===== src/logic/rtcsup_pkg.sv =====
package rtcsup_pkg;
  localparam int unsigned CLK_HZ = 25_000_000;
  localparam int unsigned MS_PER_S = 1000;
  localparam int unsigned LOCKOUT_MS = 90;
  localparam int unsigned CONV_MS = 60;
  localparam int unsigned MAIN_PERIOD_S = 60;
  localparam int unsigned BAT_PERIOD_MIN = 10;
  localparam int unsigned S_PER_MIN = 60;
  localparam int unsigned MS_CYCLES = CLK_HZ / MS_PER_S;
  localparam int unsigned MAIN_PERIOD_MS = MAIN_PERIOD_S * MS_PER_S;
  localparam int unsigned BAT_PERIOD_MS = BAT_PERIOD_MIN * S_PER_MIN * MS_PER_S;

  localparam logic [7:0] REG_CTRL = 8'h00;
  localparam logic [7:0] REG_STATUS = 8'h04;
  localparam logic [7:0] REG_TEMP = 8'h08;
  localparam logic [7:0] REG_TRIM = 8'h0c;
  localparam logic [7:0] REG_COEF = 8'h10;
  localparam logic [7:0] REG_CAL = 8'h14;
  localparam logic [7:0] REG_TS_DOWN = 8'h18;
  localparam logic [7:0] REG_TS_UP = 8'h1c;

  localparam int unsigned CTRL_EN_BIT = 0;
  localparam int unsigned CTRL_BOR_LSB = 1;
  localparam int unsigned CTRL_BAT_LSB = 4;
  localparam int unsigned CTRL_BATCOMP_BIT = 7;
  localparam int unsigned TRIM_COARSE_LSB = 8;
  localparam int unsigned COEF_HOT_LSB = 8;
  localparam int unsigned COEF_T0_LSB = 16;
  localparam int unsigned CAL_FINE_LSB = 8;
  localparam int unsigned CAL_COARSE_LSB = 16;
  localparam int unsigned CURVE_SHIFT = 10;
  localparam int unsigned STEP_SHIFT = 4;

  localparam logic [2:0] BOR_MAX = 3'h5;
  localparam logic [2:0] BAT_MAX = 3'h6;
  localparam logic [1:0] RESP_OKAY = 2'h0;
  localparam logic [1:0] RESP_SLVERR = 2'h2;
  localparam int unsigned PIN_W = 16;

  typedef enum logic [2:0] {
    ST_IDLE = 3'h0, ST_CONV = 3'h1, ST_MUL = 3'h3, ST_SCALE = 3'h2, ST_COMMIT = 3'h6
  } rtcsup_fsm_t;

  typedef struct packed {
    logic awvalid; logic [7:0] awaddr; logic wvalid; logic [31:0] wdata; logic [3:0] wstrb;
    logic bready; logic arvalid; logic [7:0] araddr; logic rready;
  } rtcsup_axi_req_t;

  typedef struct packed {
    logic awready; logic wready; logic bvalid; logic [1:0] bresp;
    logic arready; logic rvalid; logic [31:0] rdata; logic [1:0] rresp;
  } rtcsup_axi_rsp_t;

  typedef struct packed {
    logic main_below_trip; logic main_below_bat; logic main_above_1v;
    logic ramp_slow; logic bat_below_level; logic temp_done; logic [9:0] temp_code;
  } rtcsup_pins_t;

  typedef struct packed {
    logic [7:0] coef_cold; logic [7:0] coef_hot; logic [9:0] turnover_temperature;
    logic [4:0] trim_step_scale; logic [5:0] itr_fine; logic [7:0] itr_coarse;
  } rtcsup_trim_init_t;

  typedef struct packed {
    rtcsup_fsm_t fsm; logic loaded; logic on_backup; logic armed; logic lockout;
    logic [6:0] lock_cnt; logic [14:0] tick_cnt; logic [19:0] per_cnt; logic [6:0] conv_cnt;
    logic comp_en; logic bat_comp_en; logic [2:0] bor_sel; logic [2:0] bat_sel;
    rtcsup_trim_init_t cal; logic [9:0] temp; logic done_q; logic [27:0] work;
    logic [5:0] fine; logic [7:0] coarse;
    logic [31:0] ts_down; logic ts_down_vld; logic [31:0] ts_up;
    logic aw_held; logic [7:0] awaddr; logic w_held; logic [31:0] wdata; logic [3:0] wstrb;
    logic bvalid; logic [1:0] bresp; logic rvalid; logic [31:0] rdata; logic [1:0] rresp;
  } rtcsup_state_t;

  localparam rtcsup_state_t STATE_RST = '0;
endpackage : rtcsup_pkg


===== src/logic/rtcsup_sync.sv =====
module rtcsup_sync
  import rtcsup_pkg::*;
(
  input wire logic aclk,
  input wire logic aresetn,
  input wire logic [PIN_W-1:0] din,
  output logic [PIN_W-1:0] dout
);
  logic [PIN_W-1:0] meta;
  // First stage feeds only the second
  for (genvar i = 0; i < PIN_W; i++) begin : g_bit
    always_ff @(posedge aclk) begin
      if (!aresetn) begin
        meta[i] <= 1'b0;
        dout[i] <= 1'b0;
      end else begin
        meta[i] <= din[i];
        dout[i] <= meta[i];
      end
    end
  end
endmodule : rtcsup_sync


===== src/logic/rtcsup_top.sv =====
module rtcsup_top
  import rtcsup_pkg::*;
#(
  parameter int unsigned MS_CYC = MS_CYCLES,
  parameter int unsigned MAIN_PER_MS = MAIN_PERIOD_MS,
  parameter int unsigned BAT_PER_MS = BAT_PERIOD_MS
) (
  input wire logic aclk,
  input wire logic aresetn,
  input wire rtcsup_axi_req_t axi_req,
  output rtcsup_axi_rsp_t axi_rsp,
  input wire rtcsup_pins_t pins,
  input wire logic [31:0] rtc_time,
  input wire rtcsup_trim_init_t trim_init,
  output logic on_backup,
  output logic serial_en,
  output logic [2:0] brownout_trip_level,
  output logic [2:0] bat_level,
  output logic conv_req,
  output logic [5:0] final_fine_trim,
  output logic [7:0] final_coarse_trim
);
  rtcsup_state_t s;
  rtcsup_state_t next_s;
  rtcsup_pins_t sy;
  logic [PIN_W-1:0] sy_vec;
  logic ms_tick;
  logic sw_trig;
  logic per_trig;
  logic [19:0] per_lim;
  logic signed [10:0] delta;
  logic [9:0] mag;
  logic [7:0] coeff;
  logic [27:0] prod;
  logic [22:0] scaled;
  logic [13:0] itr_total;
  logic [31:0] merged;
  logic [31:0] rd_word;
  logic rd_ok;

  ////////////////////////////////////////////////////////////////////////////
  rtcsup_sync u_sync (
    .aclk(aclk),
    .aresetn(aresetn),
    .din(pins),
    .dout(sy_vec)
  );
  assign sy = rtcsup_pins_t'(sy_vec);

  function automatic logic [31:0] reg_value(input rtcsup_state_t st, input rtcsup_pins_t p,
                                            input logic [7:0] a);
    logic [31:0] v;
    v = '0;
    if (a == REG_CTRL) begin
      v[CTRL_EN_BIT] = st.comp_en;
      v[CTRL_BOR_LSB +: 3] = st.bor_sel;
      v[CTRL_BAT_LSB +: 3] = st.bat_sel;
      v[CTRL_BATCOMP_BIT] = st.bat_comp_en;
    end else if (a == REG_STATUS) begin
      v[4:0] = {st.fsm != ST_IDLE, st.armed, p.bat_below_level, st.lockout, st.on_backup};
    end else if (a == REG_TEMP) begin
      v[9:0] = st.temp;
    end else if (a == REG_TRIM) begin
      v[5:0] = st.fine;
      v[TRIM_COARSE_LSB +: 8] = st.coarse;
    end else if (a == REG_COEF) begin
      v[7:0] = st.cal.coef_cold;
      v[COEF_HOT_LSB +: 8] = st.cal.coef_hot;
      v[COEF_T0_LSB +: 10] = st.cal.turnover_temperature;
    end else if (a == REG_CAL) begin
      v[4:0] = st.cal.trim_step_scale;
      v[CAL_FINE_LSB +: 6] = st.cal.itr_fine;
      v[CAL_COARSE_LSB +: 8] = st.cal.itr_coarse;
    end else if (a == REG_TS_DOWN) begin
      v = st.ts_down;
    end else if (a == REG_TS_UP) begin
      v = st.ts_up;
    end
    return v;
  endfunction : reg_value

  function automatic logic addr_hit(input logic [7:0] a);
    return a[1:0] == 2'h0 && a <= REG_TS_UP;
  endfunction : addr_hit

  ////////////////////////////////////////////////////////////////////////////
  always_comb begin
    next_s = s;
    sw_trig = 1'b0;
    per_trig = 1'b0;
    ms_tick = (s.tick_cnt == 15'(MS_CYC - 1));
    next_s.tick_cnt = ms_tick ? 15'h0 : s.tick_cnt + 15'h1;
    merged = '0;
    rd_word = '0;
    rd_ok = 1'b0;

    // Bus slave: address and data taken in either order
    if (axi_req.awvalid && !s.aw_held && !s.bvalid) begin
      next_s.aw_held = 1'b1;
      next_s.awaddr = axi_req.awaddr;
    end
    if (axi_req.wvalid && !s.w_held && !s.bvalid) begin
      next_s.w_held = 1'b1;
      next_s.wdata = axi_req.wdata;
      next_s.wstrb = axi_req.wstrb;
    end
    if (s.bvalid && axi_req.bready) begin
      next_s.bvalid = 1'b0;
    end
    if (s.aw_held && s.w_held && !s.bvalid) begin
      next_s.aw_held = 1'b0;
      next_s.w_held = 1'b0;
      next_s.bvalid = 1'b1;
      next_s.bresp = addr_hit(s.awaddr) ? RESP_OKAY : RESP_SLVERR;
      merged = reg_value(s, sy, s.awaddr);
      for (int b = 0; b < 4; b++) begin
        if (s.wstrb[b]) begin
          merged[8*b +: 8] = s.wdata[8*b +: 8];
        end
      end
      if (s.awaddr == REG_CTRL) begin
        next_s.comp_en = merged[CTRL_EN_BIT];
        sw_trig = merged[CTRL_EN_BIT];
        // Out-of-range level codes clamp to the top level
        next_s.bor_sel = (merged[CTRL_BOR_LSB +: 3] > BOR_MAX) ? BOR_MAX : merged[CTRL_BOR_LSB +: 3];
        next_s.bat_sel = (merged[CTRL_BAT_LSB +: 3] > BAT_MAX) ? BAT_MAX : merged[CTRL_BAT_LSB +: 3];
        next_s.bat_comp_en = merged[CTRL_BATCOMP_BIT];
      end else if (s.awaddr == REG_COEF) begin
        next_s.cal.coef_cold = merged[7:0];
        next_s.cal.coef_hot = merged[COEF_HOT_LSB +: 8];
        next_s.cal.turnover_temperature = merged[COEF_T0_LSB +: 10];
      end else if (s.awaddr == REG_CAL) begin
        next_s.cal.trim_step_scale = merged[4:0];
        next_s.cal.itr_fine = merged[CAL_FINE_LSB +: 6];
        next_s.cal.itr_coarse = merged[CAL_COARSE_LSB +: 8];
      end else if (s.awaddr == REG_TS_DOWN) begin
        next_s.ts_down_vld = 1'b0;
      end
    end
    if (axi_req.arvalid && !s.rvalid) begin
      rd_ok = addr_hit(axi_req.araddr);
      rd_word = rd_ok ? reg_value(s, sy, axi_req.araddr) : 32'h0;
      next_s.rvalid = 1'b1;
      next_s.rdata = rd_word;
      next_s.rresp = rd_ok ? RESP_OKAY : RESP_SLVERR;
    end else if (s.rvalid && axi_req.rready) begin
      next_s.rvalid = 1'b0;
    end

    // Production trims recalled once after reset
    if (!s.loaded) begin
      next_s.loaded = 1'b1;
      next_s.cal = trim_init;
    end

    // Supply switchover; comparators carry the hysteresis
    if (!s.on_backup && sy.main_below_trip && sy.main_below_bat) begin
      next_s.on_backup = 1'b1;
      next_s.armed = sy.main_above_1v;
      next_s.lockout = 1'b0;
      if (!s.ts_down_vld) begin
        next_s.ts_down = rtc_time;
        next_s.ts_down_vld = 1'b1;
      end
    end else if (s.on_backup && !(sy.main_below_trip && sy.main_below_bat)) begin
      next_s.on_backup = 1'b0;
      next_s.ts_up = rtc_time;
      next_s.armed = 1'b0;
      if (s.armed && sy.ramp_slow) begin
        next_s.lockout = 1'b1;
        next_s.lock_cnt = 7'h0;
      end
    end else if (s.on_backup && !sy.main_above_1v) begin
      // A full collapse is a cold start, not a glitch
      next_s.armed = 1'b0;
    end
    if (s.lockout && ms_tick) begin
      next_s.lock_cnt = s.lock_cnt + 7'h1;
      if (s.lock_cnt == 7'(LOCKOUT_MS - 1)) begin
        next_s.lockout = 1'b0;
      end
    end

    // Conversion period: one minute on main, longer on backup
    per_lim = s.on_backup ? 20'(BAT_PER_MS - 1) : 20'(MAIN_PER_MS - 1);
    if (s.fsm == ST_IDLE && s.comp_en && (!s.on_backup || s.bat_comp_en) && ms_tick) begin
      if (s.per_cnt >= per_lim) begin
        next_s.per_cnt = 20'h0;
        per_trig = 1'b1;
      end else begin
        next_s.per_cnt = s.per_cnt + 20'h1;
      end
    end

    // Correction arithmetic from the temperature code alone
    delta = $signed({1'b0, s.temp}) - $signed({1'b0, s.cal.turnover_temperature});
    mag = delta[10] ? 10'(-delta) : 10'(delta);
    coeff = delta[10] ? s.cal.coef_cold : s.cal.coef_hot;
    // Widen before multiplying so the square keeps all its bits
    prod = 28'(mag) * 28'(mag) * 28'(coeff);
    scaled = 23'(s.work[27:CURVE_SHIFT]) * 23'(s.cal.trim_step_scale);
    itr_total = {s.cal.itr_coarse, s.cal.itr_fine};

    next_s.done_q = sy.temp_done;
    case (s.fsm)
      ST_IDLE: begin
        if (per_trig || sw_trig) begin
          next_s.fsm = ST_CONV;
          next_s.conv_cnt = 7'h0;
          // Period restarts at every conversion, also a software one
          next_s.per_cnt = 20'h0;
        end
      end
      ST_CONV: begin
        if (sy.temp_done && !s.done_q) begin
          next_s.temp = sy.temp_code;
        end
        if (ms_tick) begin
          next_s.conv_cnt = s.conv_cnt + 7'h1;
          if (s.conv_cnt == 7'(CONV_MS - 1)) begin
            next_s.fsm = ST_MUL;
          end
        end
      end
      ST_MUL: begin
        next_s.work = prod;
        next_s.fsm = ST_SCALE;
      end
      ST_SCALE: begin
        next_s.work = 28'(scaled >> STEP_SHIFT) + 28'(itr_total);
        next_s.fsm = ST_COMMIT;
      end
      ST_COMMIT: begin
        // Both halves move in one edge so the oscillator never sees a mix
        next_s.fine = s.work[5:0];
        next_s.coarse = s.work[13:6];
        next_s.fsm = ST_IDLE;
      end
      default: begin
        next_s.fsm = ST_IDLE;
      end
    endcase
  end

  always_ff @(posedge aclk) begin
    if (!aresetn) begin
      s <= STATE_RST;
    end else begin
      s <= next_s;
    end
  end

  ////////////////////////////////////////////////////////////////////////////
  assign axi_rsp.awready = !s.aw_held && !s.bvalid;
  assign axi_rsp.wready = !s.w_held && !s.bvalid;
  assign axi_rsp.bvalid = s.bvalid;
  assign axi_rsp.bresp = s.bresp;
  assign axi_rsp.arready = !s.rvalid;
  assign axi_rsp.rvalid = s.rvalid;
  assign axi_rsp.rdata = s.rdata;
  assign axi_rsp.rresp = s.rresp;
  assign on_backup = s.on_backup;
  assign serial_en = s.loaded && !s.on_backup && !s.lockout;
  assign brownout_trip_level = s.bor_sel;
  assign bat_level = s.bat_sel;
  assign conv_req = (s.fsm == ST_CONV);
  assign final_fine_trim = s.fine;
  assign final_coarse_trim = s.coarse;
endmodule : rtcsup_top


===== config.mk =====
export PLATFORM = sky130hd
export DESIGN_NAME = rtcsup_top
export DESIGN_NICKNAME = d
export VERILOG_FILES = /design/src/logic/rtcsup_pkg.sv /design/src/logic/rtcsup_sync.sv /design/src/logic/rtcsup_top.sv
export SDC_FILE = /design/constraint.sdc
export NUM_CORES = 2
export LEC_CHECK = 0
export BUFFER_PORTS_ARGS = -buffer_cell sky130_fd_sc_hd__buf_2
export CAP_MARGIN = 25
export CORE_ASPECT_RATIO = 1.75
export CORE_MARGIN = 2
export CORE_UTILIZATION = 55
export CTS_CLUSTER_SIZE = 28
export DETAILED_ROUTE_END_ITERATION = 10
export GPL_TIMING_DRIVEN = 1
export MAX_ROUTING_LAYER = met4
export PLACE_DENSITY_LB_ADDON = 0.05
export RECOVER_POWER = 100
export SKIP_LAST_GASP = 1
export SLEW_MARGIN = 20
export SYNTH_ARGS = -nofsm -noshare
export SYNTH_HDL_FRONTEND = slang
export SYNTH_SLANG_ARGS = --single-unit

===== constraint.sdc =====
create_clock -name aclk -period 12.5 [get_ports aclk]
set_input_delay 2.5 -clock aclk [delete_from_list [all_inputs] [get_ports aclk]]
set_output_delay 2.5 -clock aclk [all_outputs]
set_load 0.01 [all_outputs]

==> reports/qor.csv <==
metric,value,unit
synth_ff_type,dfxtp_1,
cts_hold_repair.buffers,0,
route.final.wire_length,89500,um
clock_latency,0.54,ns
share_of_the_yosys_chip_area_belonging_to_registers,0.251,
grt_pass1_vias,24300,
synthesis.area_per_instance,8.19,um2
run_status,"complete, but fails checks",
globalRouteOverflowTotal,0,
critical_path.most_common_cell,fa_1,
async_reset_ff_frac,0,
layout.cells.most_common_list,"496 x nand2_1, 381 x nor2_1, 333 x dfxtp_1",
path_clk_slew,0.07,ns
die_x,171,um
clock_sink_total,335,
detailroute.via_count,24300,
syn_inst,3264,
h-tree-depth,2,
totalNegativeSetupSlack,0,ns
sequential_cell_area,6710,um2
final.fill_count,4424,
startpoint,s[193],
critical_path_required,12.94,ns
detail_route.vias_per_cell,5.99,
synth.area.top_cells,"dfxtp_1 25%, fa_1 15%, ha_1 7.6%",
post-synth-top-area-fraction,0.251,
rsz_0062_raised_after_global_routing,no,
routed_wire_length_per_instance,22.1,um
synth.cell_area,26700,um2
slew_violations,308,
tritoncts_clock_tree,done,
fin_worst_skew,0.00988,ns
reg2reg_setup_slack,0.66,ns
post-synth-top-area-cell,dfxtp_1,
buffer_ports.inserted,207,
ys_seq_elements,335,
remaining_drc_errors,0,
synth-warning-count,0,
max_cap_viol_count,4,
grt_max_degree,131,
drtIter0Drc,1881,
fp.dieArea,50500,um2
worstMarginPinSlew,4.58,ns
cts-root-buf,clkbuf_16,
synth-edff-count,0,
r2r_cells,43,
holdPathStages,1,
min_period,11.84,ns
critical_path.reg2reg.endpoint,s[178],
global_route_wire_length_before_repair,137000,um
layout_worst_path_cycle_share,0.947,
fp-row-count,106,
final_hold_viol_count,0,
setup_violations,0,
grt_antenna_before_repair,7,
first_pass_iters,9,
floorplan.initialDensity,0.558,
synth_cell_types,92,
timing.critical_path.slowest_cell_delay,0.80,ns
min_to,u_sync.dout[14],
design.core.area,47900,um2
timing.slew.headroom,-2.06,
finish.net_count,3884,
drive_gt1_frac,0.109,
cts.path.max_buffers,3,
multiInputGateArea,18000,um2
floorplan.io_pins,216,
worstSetupPathType,flip-flop to flip-flop,
violations,"capacitance limit, slew limit",
grt_usage,0.365,
worst_hold_startpoint,u_sync.meta[14],
routabilityCongestion,0.987,
layout.cells.most_common,nand2_1,
timing.fmax,84.5,MHz
critical_path.startpoint_type,flip-flop,
flow.area_growth_from_synthesis,9.39,%
worst_setup_path_end_kind,flip-flop,
critical_path.reg2reg.startpoint,s[193],
chipHeight,296,um
post-cts-setup-buffers,0,
slowest_cell_on_the_critical_path,a2111oi_0,
tritoncts.num_buffers,34,
critPathArrivalTime,12.28,ns
postRouteAntennaNets,0,
biggest_fanout_along_the_worst_timing_path,6,
place_hpwl,70100,um
hold_path_class,flip-flop to flip-flop,
## worst max path at each step
stage	end
global route	s[190]
global placement	s[178]
CTS	s[178]
detailed placement	s[178]
floorplan	s[183]
finish	s[178]
## cell type report
cell class,count,area share
tap,648,0.0277
timing repair buffer,290,0.0533
clock buffer,43,0.0323
sequential,335,0.229
multi-input combinational,2438,0.615
antenna,7,0.000599
inverter,272,0.0350
clock inverter,14,0.00685
## cells in the mapped netlist (19+ instances only)
cell type and count:
fa_1 198, mux2i_1 46, a21oi_1 244, nand2_1 496
dfxtp_1 335, nand3_1 49, nor3_1 54, a21o_1 26
xor2_1 51, buf_4 58, mux4_2 25, and2_1 85
a211oi_1 19, a222oi_1 34, clkbuf_1 132, xnor2_1 60
inv_1 268, o21a_1 23, nand2b_1 31, o21ai_0 104
ha_1 163, mux2_2 26, nor2_1 382
## state kept, by name, indices dropped and copies added, names as in the netlist
name / flops
on_backup: 1
brownout_trip_level: 3
u_sync.dout: 16
bat_level: 3
axi_rsp: 36
itr_total: 14
s: 232
final_fine_trim: 6
u_sync.meta: 16
final_coarse_trim: 8
## routing by layer
layer  GRT usage  up-vias  part of all wire
met5           -        -                 0
met4       0.250        0             0.084
met3      0.0587      305             0.068
met2       0.616      962              0.49
met1       0.392    11800              0.35
li1            -    11200                 -
## worst max-delay path, delay by kind of cell (launching register included)
| kind | cells | cell delay, ns |
|---|---|---|
| fa+ha+maj | 12 | 5.37 |
| compound gates | 11 | 2.33 |
| simple gates | 10 | 1.66 |
| xor+xnor | 2 | 1.08 |
| buf+inv | 8 | 0.80 |
| flops | 1 | 0.50 |
## kinds of logic (layout without fill, tap and decap cells)
group                      count (synthesis)  after routing  synth area share
DFF                                      335            335             0.251
buffers and inverters                    492            619            0.0782
adders and majority gates                361            361             0.225
and+or+nand+nor                         1217           1217             0.202
muxes                                     97             97            0.0492
AOI/OAI and AO/OA                        650            650             0.159
xor gates and xnor gates                 111            111            0.0364
other                                      1              9          0.000140
## stage by stage
stage / worst slack (ns) / hold slack, ns / area, um2 / instances / utilization
global placement: 0.722 / 0.413 / 28200 / 3982 / 0.588
CTS: 0.564 / 0.433 / 29300 / 4040 / 0.613
floorplan: 1.54 / 0.412 / 26700 / 3265 / -
global route: 0.0654 / 0.447 / 29200 / 4047 / 0.611
finish: 0.659 / 0.434 / 29200 / 4047 / 0.611
detailed placement: 0.651 / 0.419 / 28200 / 3983 / 0.589
## repair_timing
action	in CTS	in global routing
setup endpoints to repair	0	2
hold endpoints to repair	0	0
resized for setup	0	1
Power is not shown: default switching activity piles up to over one toggle a cycle in this logic, so the estimate is an artifact.
